**src/core/dms_pkg.sv**
```systemverilog
// Shared constants, types and helpers for the distance mode select block.
// Assumes one 100 MHz system clock and a synchronous active-low reset.
package dms_pkg;

    // -------------------------------------------------------------
    // Clock
    // -------------------------------------------------------------
    localparam int CLK_PERIOD_NS = 10;          // sys_clk period

    // -------------------------------------------------------------
    // Operating modes and correction ranges
    // -------------------------------------------------------------
    typedef enum logic [1:0] {
        DMS_MODE_OFF   = 2'h0,                  // Engine idle, saves power
        DMS_MODE_APPLY = 2'h1,                  // Capture: correction applied
        DMS_MODE_ESTIM = 2'h2                   // Preview: votes gathered
    } dms_mode_e;

    typedef enum logic [1:0] {
        DMS_RANGE_SMACRO    = 2'h0,             // Below 30 cm, monochrome
        DMS_RANGE_MACRO     = 2'h1,             // 30 to 49 cm
        DMS_RANGE_PORTRAIT  = 2'h2,             // 50 to 119 cm
        DMS_RANGE_LANDSCAPE = 2'h3              // 120 cm and beyond
    } dms_range_e;

    // -------------------------------------------------------------
    // Distance boundaries and reported distances (cm)
    // -------------------------------------------------------------
    localparam logic [15:0] MACRO_MIN_CM     = 16'h001E;    // 30 cm
    localparam logic [15:0] PORTRAIT_MIN_CM  = 16'h0032;    // 50 cm
    localparam logic [15:0] LANDSCAPE_MIN_CM = 16'h0078;    // 120 cm
    localparam logic [15:0] FOCUS_AUTO_BIT   = 16'h8000;    // 0x8000 and up: auto
    localparam logic [7:0]  EST_MACRO_CM     = 8'h1E;       // Reported for macro
    localparam logic [7:0]  EST_PORTRAIT_CM  = 8'h32;       // Reported for portrait
    localparam logic [7:0]  EST_LANDSCAPE_CM = 8'h78;       // Reported for landscape
    localparam logic [7:0]  EST_DIST_RST     = 8'h20;       // Estimate after reset

    // -------------------------------------------------------------
    // Region of interest selection codes and 5x5 zone geometry
    // -------------------------------------------------------------
    localparam logic [3:0] ROI_CENTRE = 4'h2;   // Centre weighted
    localparam logic [3:0] ROI_LARGE  = 4'h4;   // Large spot
    localparam logic [3:0] ROI_NARROW = 4'h8;   // Narrow spot
    localparam logic [2:0] ZONE_MID   = 3'h2;   // Middle row/column of 5
    localparam logic [2:0] ZONE_LO    = 3'h1;   // Inner ring bounds
    localparam logic [2:0] ZONE_HI    = 3'h3;
    localparam logic [2:0] ROI_W_HIGH = 3'h4;   // Centre zone weight
    localparam logic [2:0] ROI_W_MID  = 3'h2;   // Inner ring weight
    localparam logic [2:0] ROI_W_ONE  = 3'h1;   // Plain weight
    localparam logic [2:0] ROI_W_NONE = 3'h0;   // Zone ignored

    // Buffer depth: two entries
    localparam logic [1:0] BUF_FULL = 2'h2;

    // Same boundaries for manual and estimated distances
    function automatic dms_range_e dms_classify(input logic [15:0] cm);
        if (cm < MACRO_MIN_CM)
            return DMS_RANGE_SMACRO;
        else if (cm < PORTRAIT_MIN_CM)
            return DMS_RANGE_MACRO;
        else if (cm < LANDSCAPE_MIN_CM)
            return DMS_RANGE_PORTRAIT;
        else
            return DMS_RANGE_LANDSCAPE;
    endfunction

endpackage

```
**src/core/dms_core.sv**
```systemverilog
// Distance range decision and estimation on the defect-corrected pixel stream.
// Assumes upstream marks frame start/end and supplies zone and calibration
// weights with each pixel; configuration words are already assembled.
`timescale 1ns/100ps
`default_nettype none
// Behaviour
// RULE1 - Input stream is already defect corrected
// RULE2 - Four ranges split at 30, 50, 120 cm
// RULE3 - Colour from 30 cm, monochrome below
// RULE4 - Estimate from per-channel gradient sharpness comparison
// RULE5 - Blue votes macro, green portrait, red landscape
// RULE6 - Calibration weights scale channel sharpness first
// RULE7 - Region selection chooses spatial vote weights
// RULE8 - Super macro outputs blue-based monochrome image
// RULE9 - Host uses two-wire bus, 16-bit index
// RULE10 - All control settings host readable and writable
// RULE11 - Mode 0 off, 1 apply, 2 estimate
// RULE12 - Focus below 0x8000 manual, else automatic
// RULE13 - Host estimates one frame before applying
// RULE14 - Region codes: uniform, centre, large, narrow
// RULE15 - Manual distance uses same range boundaries
// RULE16 - Settings sampled only at frame start
module dms_core
    import dms_pkg::*;
#(
    parameter int DW = 10,                      // Bits per colour sample
    parameter int CW = 8,                       // Calibration weight bits
    parameter int AW = 32                       // Vote accumulator bits
) (
    input  wire logic          sys_clk,
    input  wire logic          rst_b,
    input  wire logic [1:0]    cfg_mode,
    input  wire logic [15:0]   cfg_focus,
    input  wire logic [3:0]    cfg_roi,
    input  wire logic          in_valid,
    output logic               in_ready,
    input  wire logic          in_sof,
    input  wire logic          in_eof,
    input  wire logic [DW-1:0] in_r,
    input  wire logic [DW-1:0] in_g,
    input  wire logic [DW-1:0] in_b,
    input  wire logic [2:0]    in_zone_x,
    input  wire logic [2:0]    in_zone_y,
    input  wire logic [CW-1:0] cal_w_r,
    input  wire logic [CW-1:0] cal_w_g,
    input  wire logic [CW-1:0] cal_w_b,
    output logic               out_valid,
    input  wire logic          out_ready,
    output logic               out_sof,
    output logic               out_eof,
    output logic [DW-1:0]      out_r,
    output logic [DW-1:0]      out_g,
    output logic [DW-1:0]      out_b,
    output logic [1:0]         out_range,
    output logic               out_corr,
    output logic [7:0]         est_dist,
    output logic               est_valid,
    output logic [1:0]         act_mode_rd,
    output logic [15:0]        act_focus_rd,
    output logic [3:0]         act_roi_rd
);
    localparam int WW = 3 * DW + 5;             // Buffer word width
    localparam int PW = DW + CW;                // Weighted sharpness width
    // ---------------------------------------------------------------
    // Frame configuration
    // ---------------------------------------------------------------
    logic [1:0]  cfg_mode_q;                    // Mode held for the frame
    logic [15:0] cfg_focus_q;                   // Focus held for the frame
    logic [3:0]  cfg_roi_q;                     // Region code held for the frame
    logic [1:0]  next_cfg_mode;
    logic [15:0] next_cfg_focus;
    logic [3:0]  next_cfg_roi;
    logic        acc;                           // Pixel taken this cycle
    dms_mode_e   act_mode;                      // Mode seen by this pixel
    logic [15:0] act_focus;
    logic [3:0]  act_roi;
    assign acc = in_valid && in_ready;
    // Live settings only enter at a frame start, so one frame never mixes two
    always_comb begin
        next_cfg_mode  = cfg_mode_q;
        next_cfg_focus = cfg_focus_q;
        next_cfg_roi   = cfg_roi_q;
        if (acc && in_sof) begin
            next_cfg_mode  = cfg_mode;          // RULE16
            next_cfg_focus = cfg_focus;
            next_cfg_roi   = cfg_roi;
        end
        act_mode  = dms_mode_e'(in_sof ? cfg_mode : cfg_mode_q);
        act_focus = in_sof ? cfg_focus : cfg_focus_q;
        act_roi   = in_sof ? cfg_roi : cfg_roi_q;
    end
    always_ff @(posedge sys_clk) begin
        if (!rst_b) begin
            cfg_mode_q  <= DMS_MODE_OFF;
            cfg_focus_q <= FOCUS_AUTO_BIT;
            cfg_roi_q   <= 4'h0;
        end else begin
            cfg_mode_q  <= next_cfg_mode;
            cfg_focus_q <= next_cfg_focus;
            cfg_roi_q   <= next_cfg_roi;
        end
    end
    // Settings in force, read back by the host side of the control bus
    assign act_mode_rd  = cfg_mode_q;           // RULE10
    assign act_focus_rd = cfg_focus_q;          // RULE9
    assign act_roi_rd   = cfg_roi_q;
    // ---------------------------------------------------------------
    // Sharpness voting
    // ---------------------------------------------------------------
    logic [DW-1:0] prev_r, prev_g, prev_b;      // Previous taken pixel of the frame
    logic [DW-1:0] next_prev_r, next_prev_g, next_prev_b;
    logic [DW-1:0] grad_r, grad_g, grad_b;      // Horizontal gradients
    logic [PW-1:0] wt_r, wt_g, wt_b;            // Calibrated sharpness
    logic [2:0]    roi_w;                       // Spatial weight of this zone
    logic          edge_x, edge_y, mid_x, mid_y;
    logic [AW-1:0] votes [3];                   // 0 macro, 1 portrait, 2 landscape
    logic [AW-1:0] next_votes [3];
    logic [1:0]    win;                         // Winning vote slot
    logic          has_vote;
    logic [7:0]    next_est_dist;
    logic          next_est_valid;
    logic          estimating;
    function automatic logic [DW-1:0] absdiff(input logic [DW-1:0] a, input logic [DW-1:0] b);
        return (a > b) ? a - b : b - a;
    endfunction
    always_comb begin
        next_prev_r = acc ? in_r : prev_r;
        next_prev_g = acc ? in_g : prev_g;
        next_prev_b = acc ? in_b : prev_b;
        // No gradient on the first pixel of a frame: nothing to compare with
        grad_r = in_sof ? '0 : absdiff(in_r, prev_r);         // RULE4
        grad_g = in_sof ? '0 : absdiff(in_g, prev_g);
        grad_b = in_sof ? '0 : absdiff(in_b, prev_b);
        // Field curvature correction before any comparison
        wt_r = PW'(grad_r) * PW'(cal_w_r);                    // RULE6
        wt_g = PW'(grad_g) * PW'(cal_w_g);
        wt_b = PW'(grad_b) * PW'(cal_w_b);
        // Blue wins ties, then green: nearer range preferred in overlaps
        has_vote = (wt_r != '0) || (wt_g != '0) || (wt_b != '0);
        if (wt_b >= wt_g && wt_b >= wt_r)
            win = 2'h0;                                       // RULE5
        else if (wt_g >= wt_r)
            win = 2'h1;
        else
            win = 2'h2;
        // Zone weights over the 5x5 grid
        mid_x  = (in_zone_x == ZONE_MID);
        mid_y  = (in_zone_y == ZONE_MID);
        edge_x = (in_zone_x < ZONE_LO) || (in_zone_x > ZONE_HI);
        edge_y = (in_zone_y < ZONE_LO) || (in_zone_y > ZONE_HI);
        unique case (act_roi)                                 // RULE14
            ROI_CENTRE: roi_w = (mid_x && mid_y) ? ROI_W_HIGH :
                                (!edge_x && !edge_y) ? ROI_W_MID : ROI_W_ONE;
            ROI_LARGE:  roi_w = (!edge_x && !edge_y) ? ROI_W_ONE : ROI_W_NONE;
            ROI_NARROW: roi_w = (mid_x && mid_y) ? ROI_W_ONE : ROI_W_NONE;
            default:    roi_w = ROI_W_ONE;     // 0, 1 and unused codes: uniform
        endcase
        estimating = acc && (act_mode == DMS_MODE_ESTIM);    // RULE11
        for (int i = 0; i < 3; i++) begin
            next_votes[i] = votes[i];
            if (estimating && has_vote && win == 2'(i))
                next_votes[i] = votes[i] + AW'(roi_w);        // RULE7
        end
        // Frame end closes the count and publishes the winner
        next_est_dist  = est_dist;
        next_est_valid = est_valid;
        if (estimating && in_eof) begin
            if (next_votes[0] >= next_votes[1] && next_votes[0] >= next_votes[2])
                next_est_dist = EST_MACRO_CM;
            else if (next_votes[1] >= next_votes[2])
                next_est_dist = EST_PORTRAIT_CM;
            else
                next_est_dist = EST_LANDSCAPE_CM;
            next_est_valid = 1'b1;
            for (int i = 0; i < 3; i++)
                next_votes[i] = '0;
        end
    end
    always_ff @(posedge sys_clk) begin
        if (!rst_b) begin
            prev_r    <= '0;
            prev_g    <= '0;
            prev_b    <= '0;
            est_dist  <= EST_DIST_RST;
            est_valid <= 1'b0;
            votes     <= '{default: '0};
        end else begin
            prev_r    <= next_prev_r;
            prev_g    <= next_prev_g;
            prev_b    <= next_prev_b;
            est_dist  <= next_est_dist;
            est_valid <= next_est_valid;
            votes     <= next_votes;
        end
    end
    // ---------------------------------------------------------------
    // Correction decision per pixel
    // ---------------------------------------------------------------
    dms_range_e    word_range;
    logic          word_corr;
    logic [DW-1:0] word_r, word_g;
    logic [WW-1:0] word;
    always_comb begin
        word_corr = 1'b0;
        if (act_focus < FOCUS_AUTO_BIT) begin
            word_range = dms_classify(act_focus);                       // RULE12 RULE15 RULE2
            word_corr  = (act_mode == DMS_MODE_APPLY);
        end else begin
            // Auto cannot reach super macro: the estimate never reports it
            word_range = dms_classify({8'h00, est_dist});
            word_corr  = (act_mode == DMS_MODE_APPLY) && est_valid;     // RULE13
        end
        // Below 30 cm only blue carries detail: all channels follow it
        if (word_corr && word_range == DMS_RANGE_SMACRO) begin
            word_r = in_b;                                              // RULE8 RULE3
            word_g = in_b;
        end else begin
            word_r = in_r;
            word_g = in_g;
        end
        // Pixels come straight from defect correction, never reordered
        word = {in_sof, in_eof, word_corr, word_range, word_r, word_g, in_b};  // RULE1
    end
    // ---------------------------------------------------------------
    // Two-entry output buffer
    // ---------------------------------------------------------------
    logic [WW-1:0] buf_mem [2];                 // Storage slots
    logic [WW-1:0] next_buf_mem [2];
    logic          wr_ptr, rd_ptr, next_wr_ptr, next_rd_ptr;
    logic [1:0]    count, next_count;
    logic          pop;
    // Full buffer back-pressures the pixel source, so no word is lost
    assign in_ready  = (count != BUF_FULL);
    assign out_valid = (count != 2'h0);
    assign pop       = out_valid && out_ready;
    assign {out_sof, out_eof, out_corr, out_range, out_r, out_g, out_b} = buf_mem[rd_ptr];
    always_comb begin
        next_buf_mem = buf_mem;
        next_wr_ptr  = wr_ptr;
        next_rd_ptr  = rd_ptr;
        if (acc) begin
            next_buf_mem[wr_ptr] = word;
            next_wr_ptr          = ~wr_ptr;
        end
        if (pop)
            next_rd_ptr = ~rd_ptr;
        next_count = count + 2'(acc) - 2'(pop);
    end
    always_ff @(posedge sys_clk) begin
        if (!rst_b) begin
            buf_mem    <= '{default: '0};
            wr_ptr     <= 1'b0;
            rd_ptr     <= 1'b0;
            count      <= 2'h0;
        end else begin
            buf_mem <= next_buf_mem;
            wr_ptr  <= next_wr_ptr;
            rd_ptr  <= next_rd_ptr;
            count   <= next_count;
        end
    end
    // ---------------------------------------------------------------
    // Checks
    // ---------------------------------------------------------------
    a_mono_blue_out: assert property (@(posedge sys_clk) disable iff (!rst_b)   // RULE8
        out_valid && out_corr && out_range == DMS_RANGE_SMACRO |-> out_r == out_b && out_g == out_b)
        else $error("super macro output not blue monochrome");
    a_range_bounds: assert property (@(posedge sys_clk) disable iff (!rst_b)    // RULE2
        acc && act_focus < FOCUS_AUTO_BIT |=> buf_mem[$past(wr_ptr)][DW*3+1:DW*3] == (($past(act_focus) < 16'h001E) ?
        2'h0 : ($past(act_focus) < 16'h0032) ? 2'h1 : ($past(act_focus) < 16'h0078) ? 2'h2 : 2'h3))
        else $error("manual distance mapped to wrong range");
    a_no_corr_idle: assert property (@(posedge sys_clk) disable iff (!rst_b)    // RULE11
        acc && act_mode != DMS_MODE_APPLY |=> !buf_mem[$past(wr_ptr)][DW*3+2])
        else $error("correction flagged outside application mode");
    a_apply_needs_est: assert property (@(posedge sys_clk) disable iff (!rst_b) // RULE13
        acc && !est_valid && act_focus >= FOCUS_AUTO_BIT |=> !buf_mem[$past(wr_ptr)][DW*3+2])
        else $error("auto correction without a prior estimate");
    a_est_at_eof: assert property (@(posedge sys_clk) disable iff (!rst_b)      // RULE4
        $changed(est_dist) |-> $past(acc && in_eof && act_mode == DMS_MODE_ESTIM))
        else $error("estimate changed away from an estimation frame end");
    a_votes_estim: assert property (@(posedge sys_clk) disable iff (!rst_b)     // RULE5
        acc && act_mode == DMS_MODE_ESTIM && !in_eof && has_vote && win == 2'h0 && roi_w != 3'h0
        |=> votes[0] == $past(votes[0]) + AW'($past(roi_w)))
        else $error("blue vote not counted with its zone weight");
    a_votes_idle: assert property (@(posedge sys_clk) disable iff (!rst_b)      // RULE7
        !(acc && act_mode == DMS_MODE_ESTIM) |=> $stable(votes[1]) && $stable(votes[2]))
        else $error("votes moved outside estimation");
    a_cfg_frame_hold: assert property (@(posedge sys_clk) disable iff (!rst_b)  // RULE16
        !(acc && in_sof) |=> $stable(cfg_mode_q) && $stable(cfg_focus_q) && $stable(cfg_roi_q))
        else $error("settings changed inside a frame");
    a_out_stall_hold: assert property (@(posedge sys_clk) disable iff (!rst_b)
        out_valid && !out_ready |=> out_valid && $stable(out_r) && $stable(out_b) && $stable(out_eof))
        else $error("stalled output word changed");
    a_full_stalls: assert property (@(posedge sys_clk) disable iff (!rst_b)
        count == BUF_FULL && !out_ready |=> !in_ready [*1] ##0 count == BUF_FULL)
        else $error("full buffer accepted a word");
endmodule
`default_nettype wire

```
**config.mk**
```make
export PLATFORM = sky130hd
export DESIGN_NAME = dms_core
export DESIGN_NICKNAME = d
export VERILOG_FILES = /design/src/core/dms_pkg.sv /design/src/core/dms_core.sv
export SDC_FILE = /design/constraint.sdc
export NUM_CORES = 1
export LEC_CHECK = 0
export BUFFER_PORTS_ARGS = -buffer_cell sky130_fd_sc_hd__buf_2
export CAP_MARGIN = 40
export CORE_ASPECT_RATIO = 0.75
export CORE_MARGIN = 4
export CORE_UTILIZATION = 45
export DETAILED_ROUTE_END_ITERATION = 12
export PLACE_DENSITY = 0.59
export SLEW_MARGIN = 20
export SYNTH_ARGS = -nofsm -noshare
export SYNTH_HDL_FRONTEND = slang
export SYNTH_SLANG_ARGS = --single-unit
```
**constraint.sdc**
```tcl
create_clock -name sys_clk -period 24.8 [get_ports sys_clk]
set_clock_uncertainty 0.05 [all_clocks]
set_input_delay 2.48 -clock sys_clk [delete_from_list [all_inputs] [get_ports sys_clk]]
set_output_delay 2.48 -clock sys_clk [all_outputs]
set_load 0.02 [all_outputs]
```
# --- After elaboration in Yosys (flattened, before gate mapping) ---
# Index checks and enable logic that the tools add are counted.
totals:
  word_cells: 134
  reg_bits: 231
  out_inout_bits: 68
op_classes:
  add_sub_neg: 11
  multipliers: 3
  mux: 37
  n_eq_ne: 10
  reduce_logical: 29
  order_cmp: 23
  bitwise: 5
ops:
  columns: ["operator", "n"]
  rows:
  - ["$mux W35", 4]
  - ["$add A32 B3 Y32", 3]
  - ["$ge A32 B32 Y1", 3]
  - ["$mux W32", 3]
  - ["$mux W10", 8]
  - ["$bwmux W70", 1]
  - ["$sub A10 B10 Y10", 6]
  - ["$ge A18 B18 Y1", 3]
  - ["$mul A10 B8 Y18", 3]
  - ["$reduce_bool A18 Y1", 3]
  - ["$demux W35 S1", 1]
  - ["$gt A10 B10 Y1", 3]
  - ["$mux W2", 9]
  - ["$logic_and A1 B1 Y1", 16]
  - ["$lt A16 B16 Y1 const B", 1]
  - ["$lt A16 B5 Y1 const B", 1]
  - ["$lt A16 B6 Y1 const B", 1]
  - ["$lt A16 B7 Y1 const B", 1]
  - ["$mux W16", 1]
  - ["$mux W7", 2]
  - ["$pmux W3 S3", 1]
  - ["$lt A8 B5 Y1 const B", 1]
  - ["$lt A8 B6 Y1 const B", 1]
  - ["$lt A8 B7 Y1 const B", 1]
  - ["other kinds (23)", 41]

# --- Longest topological paths before layout ---
# Gate-level depths: netlist of run 1.
depth:
  ltp_word: 13
  depth_mapped: 55
  depth_no_buf: 53

# --- Worst setup path before layout of run 1 ---
# OpenSTA, ideal clock, no wires.
synth_path:
  path_type: "input-to-reg"
  startpoint: "in in_g[6]"
  endpoint: "reg est_dist[2]"
  t_required_ns: 24.614
  setup_time_ns: 0.136
  n_path_buf: 1
  setup_slack_ns: 11.671
  t_arrival_ns: 12.943
  cell_stages: 47
  cell_sequence: "inv_1 ha_1 clkbuf_1 nand4_1 or3_1 and3_1 and3_1 nor2_1 mux2_2 nor4_1 o221ai_1 xor2_1 nand2_1 fa_1 fa_1 fa_1 fa_1 inv_1 [... 11 more ...] nand3_1 nand3b_1 a31oi_1 o22a_2 nor3_1 mux2_2 ha_1 nand2b_1 a21o_1 a21o_1 a21o_1 a21o_1 a21o_1 a211oi_1 o211ai_1 a221o_1 o21ai_0 o21ai_0"
synth_via:
  elab_chain_cells: 13
  elab_cells_between_ends: 28
  cone_classes: "add/sub (2); mul (1); order compare (5); eq/ne (2); mux (8); reduce/logical (10)"
synth_rtl:
  columns: ["element", "line", "rtl"]
  rows:
  - ["start, declared", "dms_core.sv:40", "input wire logic [DW-1:0] in_g,"]
  - ["$sub A10 B10 Y10 or $gt A10 B10 Y1 (tied branches)", "dms_core.sv:124", "return (a > b) ? a - b : b - a;"]
  - ["$mux W10 (*)", "dms_core.sv:124", null]
  - ["$mux W10 (*)", "dms_core.sv:132", "grad_g = in_sof ? '0 : absdiff(in_g, prev_g);"]
  - ["$mul A10 B8 Y18 (*)", "dms_core.sv:136", "wt_g = PW'(grad_g) * PW'(cal_w_g);"]
  - ["$ge A18 B18 Y1 (tied with other cells)", "dms_core.sv:142", "else if (wt_g >= wt_r)"]
  - ["$mux W2 (tied with other cells)", "dms_core.sv:142", null]
  - ["$mux W2 or $logic_or A1 B1 Y1 (tied branches)", "dms_core.sv:140, dms_core.sv:139", null]
  - ["$eq A2 B1 Y1 (tied with other cells)", "dms_core.sv:161", "if (estimating && has_vote && win == 2'(i))"]
  - ["$logic_and A1 B1 Y1", "dms_core.sv:161", null]
  - ["$mux W32", "dms_core.sv:161", null]
  - ["$ge A32 B32 Y1", "dms_core.sv:168", "if (next_votes[0] >= next_votes[1] && next_votes[0] >= next_votes[2])"]
  - ["$logic_and A1 B1 Y1 (*)", "dms_core.sv:168", null]
  - ["$mux W7 (*)", "dms_core.sv:168", null]
  - ["end signal, assigned", "dms_core.sv:191", "est_dist <= next_est_dist;"]
  - ["end, declared", "dms_core.sv:56", "output logic [7:0] est_dist,"]
# Mark *: on every way between the ends. The rest lies on a longest branch, timed or not.
# A chain may end at the register's enable or synchronous reset.

# --- Final worst setup path of run 1 ---
layout_path:
  startpoint: "in in_g[0]"
  endpoint: "reg est_dist[2]"
# Same word-level chain as after synthesis.

==> results.cfg, run 1 <==
[status]
outcome = finished, final reports clean

[yosys]
synth_compound_area_share_pct = 13.6
async_reset_ff_share_pct = 0
synth.mux.area_fraction_pct = 4.51
synth_top_family_by_area = adder cells
ys.flop_type = dfxtp_1
synthAdderAreaFrac_pct = 28.4
synth-seq-cells = 228
synth_warnings = 0
yosysUniqueCellTypes = 86
yosys.area_share.xor_xnor_pct = 5.73
synth_edf_count = 0
syn_area_per_cell_sq_um = 8.24
netlist_area_sq_um = 25100
syn_inst = 3048
yosys.area_share.simple_pct = 23.0
ys_seq_area_share_pct = 18.2

[finish]
layout_commonest_cell = nand2_1
final_core_util_pct = 50.0
nNetsFinal = 3717
fin_cells = 3888
syn_to_final_growth_pct = 9.03
diodes = 0
nFillCells = 5215
drive_gt1_share_pct = 10.0
final_cell_mix = nand2_1 (415), ha_1 (326), inv_1 (313), dfxtp_1 (228), nor2_1 (174)

[sta]
fin_hold_ws_ns = 0.403
max_freq_mhz = 62.6
fin_crit_sh_pct = 64.4
finalHoldViolCount = 0
relSlewSlack_pct = 41.1
slew_violations = 0
tightest_slew_ns = 0.877
min_period_ns = 15.97
setup_viol = 0
fin_setup_tns_ns = 0
rsz0062_at_grt = no

[die]
core_sq_um = 54800
die_y_um = 213
fp-row-count = 74
start_util_pct = 45.8
dieArea_sq_um = 59700
io_pins = 156
die_x_um = 281

[critical_path]
reg2reg_depth = 46
worstReg2RegStart = prev_g[0]
crit_arrival_ns = 16.32
cp_slowest_cell = o21ai_0
worst-path-buf-inv = 6
critical_path_class = in -> reg
ff2ff_setup_slack_ns = 10.57
cp_slowest_stage_delay_ns = 0.70
worstReg2RegEnd = est_dist[2]
worst-endpoint-required_ns = 25.15
cp_max_fo = 48
cpMostUsedCell = fa_1
cp-start-kind = input pin
path_delay_family = compound AO/OA/AOI/OAI gates
endpoint_kind = flip-flop

[clock_tree]
hold_buffers = 0
cts_setup_buffers = 0
cts_buffers = 24
cts_sinks = 228
clk_pin_slew_ns = 0.06
cts_tree = done
ctsResizeCount = 0
h-tree-depth = 1
clock_latency_ns = 0.55
cts_root_buf = clkbuf_16
clockBufferDepth = 3

[placed_design]
placed_cells = 3843
gp_congestion = 0.969
portBuffers = 153
dp_hpwl_mm = 59.2

[global_route]
grt_pass1_wl_mm = 119
gr-usage-all-layers_pct = 24.5
grt_max_degree = 67
antenna_found_initial = 2
grt-ovfl-total = 0
grt_pass1_vias = 21300

[power]
ir_drop_mv = 0.207
seqPwrFrac_pct = 13.0
clkPwrFrac_pct = 11.5
p_leak_nw = 12.7
internal_power_mw = 1.45
power_density_nw_per_um2 = 116
power.switching_mw = 1.73
swShare_pct = 54.4
combPwrFrac_pct = 75.5

[hold_path]
hp-start = buf_mem[13]
worstHoldPathCells = 2
min_to = buf_mem[13]
hp-class = reg -> reg

[detailed_routing]
num_vias = 22200
ant_nets = 0
via_per_inst = 5.70
drt-initial-drc-count = 1852
route.detailed.drc = 0
postRouteWirelength_mm = 74.9
wl_per_cell_um = 19.3
first_pass_iters = 6

[job]
drv_cap = 0
registers in the layout (all words and copies together), names as in the netlist:
signal,cells
votes,96
buf_mem,70
act_focus_rd,16
prev_b,10
prev_g,10
prev_r,10
est_dist,6
act_roi_rd,4
act_mode_rd,2
count,2
rd_ptr,1
wr_ptr,1
cells in the mapped netlist, drive strengths merged, types with 46 or more instances:
cell type	instances	area, sq um
xnor2	114	1070
and2	98	613
nand2	416	1560
a21boi	69	518
fa	153	3060
mux2i	66	661
clkbuf	80	300
a21o	69	518
inv	313	1170
nand3	76	380
nand2b	48	303
o21ai	110	551
nor4	72	513
ha	326	4080
dfxtp	228	4560
nor2b	46	288
nor2	175	657
a21oi	99	495
worst max path at each step:
stage | start | endpoint | slack (ns) | depth (start not counted)
2_1_floorplan | in_g[6] | est_dist[2] | 11.67 | 47
3_3_place_gp | in_g[0] | est_dist[2] | 8.19 | 48
3_5_place_dp | in_g[0] | est_dist[2] | 8.40 | 49
4_1_cts | in_g[0] | est_dist[2] | 8.98 | 49
5_1_grt | in_g[0] | est_dist[2] | 7.85 | 48
6_report | in_g[0] | est_dist[2] | 8.83 | 48
worst register-to-register path: cells and delay by family, from the launching register on:
kind                     cells  cell delay, ns
XOR/XNOR                     3            1.10
adder cells (fa/ha/maj)      9            3.60
AND/OR/NAND/NOR             10            3.02
buffers and inverters        4            0.81
multiplexers                 1            0.40
flip-flops                   1            0.36
AO/OA/AOI/OAI               19            4.72
power groups by stage:
stage	clock [mW]	combinational, mW	sequential, mW
detailed placement	0	2.34	0.420
global placement	0	2.31	0.419
CTS	0.374	2.36	0.412
finish	0.367	2.40	0.412
floorplan	0	1.69	0.418
global route	0.390	2.67	0.416
layout make-up:
| cell class | instances | area [sq um] | share of cell area, % |
|---|---|---|---|
| multi-input combinational | 2397 | 18900 | 69.1 |
| sequential | 228 | 4560 | 16.7 |
| inverter | 313 | 1170 | 4.29 |
| timing repair buffer | 186 | 1050 | 3.82 |
| tap | 722 | 903 | 3.30 |
| clock buffer | 36 | 706 | 2.58 |
| clock inverter | 6 | 68.8 | 0.251 |
kinds of logic after synthesis:
| group | count (synthesis) |
|---|---|
| AND/OR/NAND/NOR | 1148 |
| buffers and inverters | 424 |
| adder cells (fa/ha/maj) | 479 |
| XOR/XNOR | 155 |
| AO/OA/AOI/OAI | 505 |
| other | 1 |
| flip-flops | 228 |
| multiplexers | 108 |
per-stage QoR:
stage	power, mW	setup WS (ns)	cell area, sq um
4_1_cts	3.15	8.98	27400
3_5_place_dp	2.76	8.40	26600
6_report	3.18	8.83	27400
3_3_place_gp	2.73	8.19	26500
2_1_floorplan	2.11	11.67	25100
5_1_grt	3.47	7.85	27400
routing by layer:
metal	wire length, um	track usage, %	vias up
li1	-	-	10600
met1	37800	39.0	10700
met2	29900	34.9	789
met3	6110	4.21	83
met4	1060	3.86	2
met5	13	0	-
(Power assumes the default switching activity.)
==> run 2, diff against run 1 <==
--- a/config.mk
+++ b/config.mk
@@ -11,7 +11,7 @@
 export CORE_MARGIN = 4
 export CORE_UTILIZATION = 45
 export DETAILED_ROUTE_END_ITERATION = 12
-export PLACE_DENSITY = 0.59
+export PLACE_DENSITY = 0.61
 export SLEW_MARGIN = 20
 export SYNTH_ARGS = -nofsm -noshare
 export SYNTH_HDL_FRONTEND = slang
==> constraint.sdc (replaced) <==
create_clock -name sys_clk -period 13.2 [get_ports sys_clk]
set_clock_uncertainty 0.05 [all_clocks]
set_input_delay 1.32 -clock sys_clk [delete_from_list [all_inputs] [get_ports sys_clk]]
set_output_delay 1.32 -clock sys_clk [all_outputs]
set_load 0.02 [all_outputs]
==> run 2 against run 1 <==
Effect of this change:
- clock power rose by 94%
- flip-flop and latch count did not move
- via count rose by 2.0%
- largest power group unchanged
- largest cell class unchanged
- cell count rose by 1.8%
- sequential power rose by 88%
==> results.cfg, run 2 (synthesis gave the netlist of run 1 again) <==
[status]
outcome = finished, final reports clean

[clock_tree]
cts_tree = done
cts_sinks = 228
cts_buffers = 24
hold_buffers = 0
cts_root_buf = clkbuf_16
clockBufferDepth = 3
clk_pin_slew_ns = 0.06
cts_setup_buffers = 0
h-tree-depth = 1
clock_latency_ns = 0.55

[sta]
slew_violations = 0
max_freq_mhz = 80.7
tightest_slew_ns = 0.871
fin_setup_tns_ns = 0
rsz0062_at_grt = no
finalHoldViolCount = 0
relSlewSlack_pct = 41.9
fin_crit_sh_pct = 93.9
fin_hold_ws_ns = 0.401
setup_viol = 0
min_period_ns = 12.40

[hold_path]
hp-class = reg -> reg
worstHoldPathCells = 2

[finish]
syn_to_final_growth_pct = 11.7
largest_reg_flops = 96
drive_gt1_share_pct = 12.3
layout_commonest_cell = nand2_1
nNetsFinal = 3783
final_cell_mix = nand2_1 (415), ha_1 (326), inv_1 (313), dfxtp_1 (228), nor2_1 (172)
top_register = votes
final_core_util_pct = 51.2
nFillCells = 5159

[power]
ir_drop_mv = 0.247
internal_power_mw = 2.88
power_density_nw_per_um2 = 218
swShare_pct = 53.0
combPwrFrac_pct = 75.8
clkPwrFrac_pct = 11.6
p_leak_nw = 13.1
seqPwrFrac_pct = 12.6
power.switching_mw = 3.25

[placed_design]
dp_hpwl_mm = 61.7
portBuffers = 153
gp_congestion = 0.927

[critical_path]
endpoint_kind = flip-flop
crit_arrival_ns = 12.83
critical_path_class = in -> reg
worst-endpoint-required_ns = 13.63
reg2reg_depth = 51
cp-start-kind = input pin
cp_max_fo = 12
cp_slowest_cell = nor2_1
cpMostUsedCell = a21o_1
cp_slowest_stage_delay_ns = 0.55

[die]
dieArea_sq_um = 59700
die_x_um = 281
core_sq_um = 54800
start_util_pct = 45.8
die_y_um = 213
io_pins = 156
fp-row-count = 74

[global_route]
antenna_found_initial = 5
grt-ovfl-total = 0
gr-usage-all-layers_pct = 25.5
grt_pass1_vias = 22300
grt_max_degree = 82
grt_pass1_wl_mm = 122

[detailed_routing]
first_pass_iters = 9
num_vias = 22600
via_per_inst = 5.71
ant_nets = 0
postRouteWirelength_mm = 77.1
drt-initial-drc-count = 1958
wl_per_cell_um = 19.5
route.detailed.drc = 0

[job]
drv_cap = 0
[run 2: stage by stage]
stage | instances | setup WS, ns | cell area [sq um] | power, mW
after floorplan | 3049 | 1.23 | 25100 | 3.97
after global placement | 3902 | 0.136 | 27000 | 5.23
after detailed placement | 3910 | 0.192 | 27100 | 5.32
after CTS | 3953 | 0.725 | 28000 | 6.06
after global routing | 3957 | 0.0734 | 28100 | 6.71
final | 3957 | 0.802 | 28100 | 6.13
[run 2: worst paths after layout]
| kind | startpoint | slack (ns) | endpoint |
|---|---|---|---|
| hold / removal | buf_mem[16] | 0.40 | buf_mem[16] |
| setup / recovery | in_b[0] | 0.80 | est_dist[5] |
| hold reg to reg | buf_mem[16] | 0.40 | buf_mem[16] |
| setup reg to reg | prev_b[0] | 1.41 | est_dist[5] |
[run 2: power groups by stage]
stage / registers, mW / logic [mW] / clock network, mW
floorplan: 0.786 / 3.18 / 0
global placement: 0.785 / 4.44 / 0
detailed placement: 0.788 / 4.54 / 0
CTS: 0.773 / 4.57 / 0.722
global route: 0.780 / 5.18 / 0.749
finish: 0.774 / 4.65 / 0.711
[run 2: worst max-delay path, delay by kind of cell]
family,cells,cell delay [ns]
adder cells (fa/ha/maj),9,3.54
buffers and inverters,10,1.27
AND/OR/NAND/NOR,10,1.76
multiplexers,2,0.55
XOR/XNOR,2,0.42
AO/OA/AOI/OAI,20,3.93
[run 2: what timing repair did]
| item | CTS | global route |
|---|---|---|
| endpoints found under the setup margin | 0 | 5 |
| gates resized for setup | 0 | 13 |
| hold endpoints to repair | 0 | 0 |
[run 2: final cells by class]
cell class	instances	area [sq um]	share of cell area, %
well taps	722	903	3.22
clock buffers	36	746	2.66
multi-input cells	2397	19000	67.7
flip-flops and latches	228	4560	16.3
diodes	2	5.00	0.0178
repair buffers	252	1580	5.64
inverters	313	1170	4.19
clock inverters	7	77.6	0.276
[run 2: layer usage]
| metal | vias to the layer above | track usage, % | wire length, um | part of all wire, % |
|---|---|---|---|---|
| li1 | 10800 | - | - | - |
| met1 | 10900 | 39.0 | 38000 | 49 |
| met2 | 794 | 36.9 | 30700 | 40 |
| met3 | 113 | 5.40 | 6770 | 8.8 |
| met4 | 4 | 4.91 | 1600 | 2.1 |
| met5 | - | 0 | 24 | 0.031 |
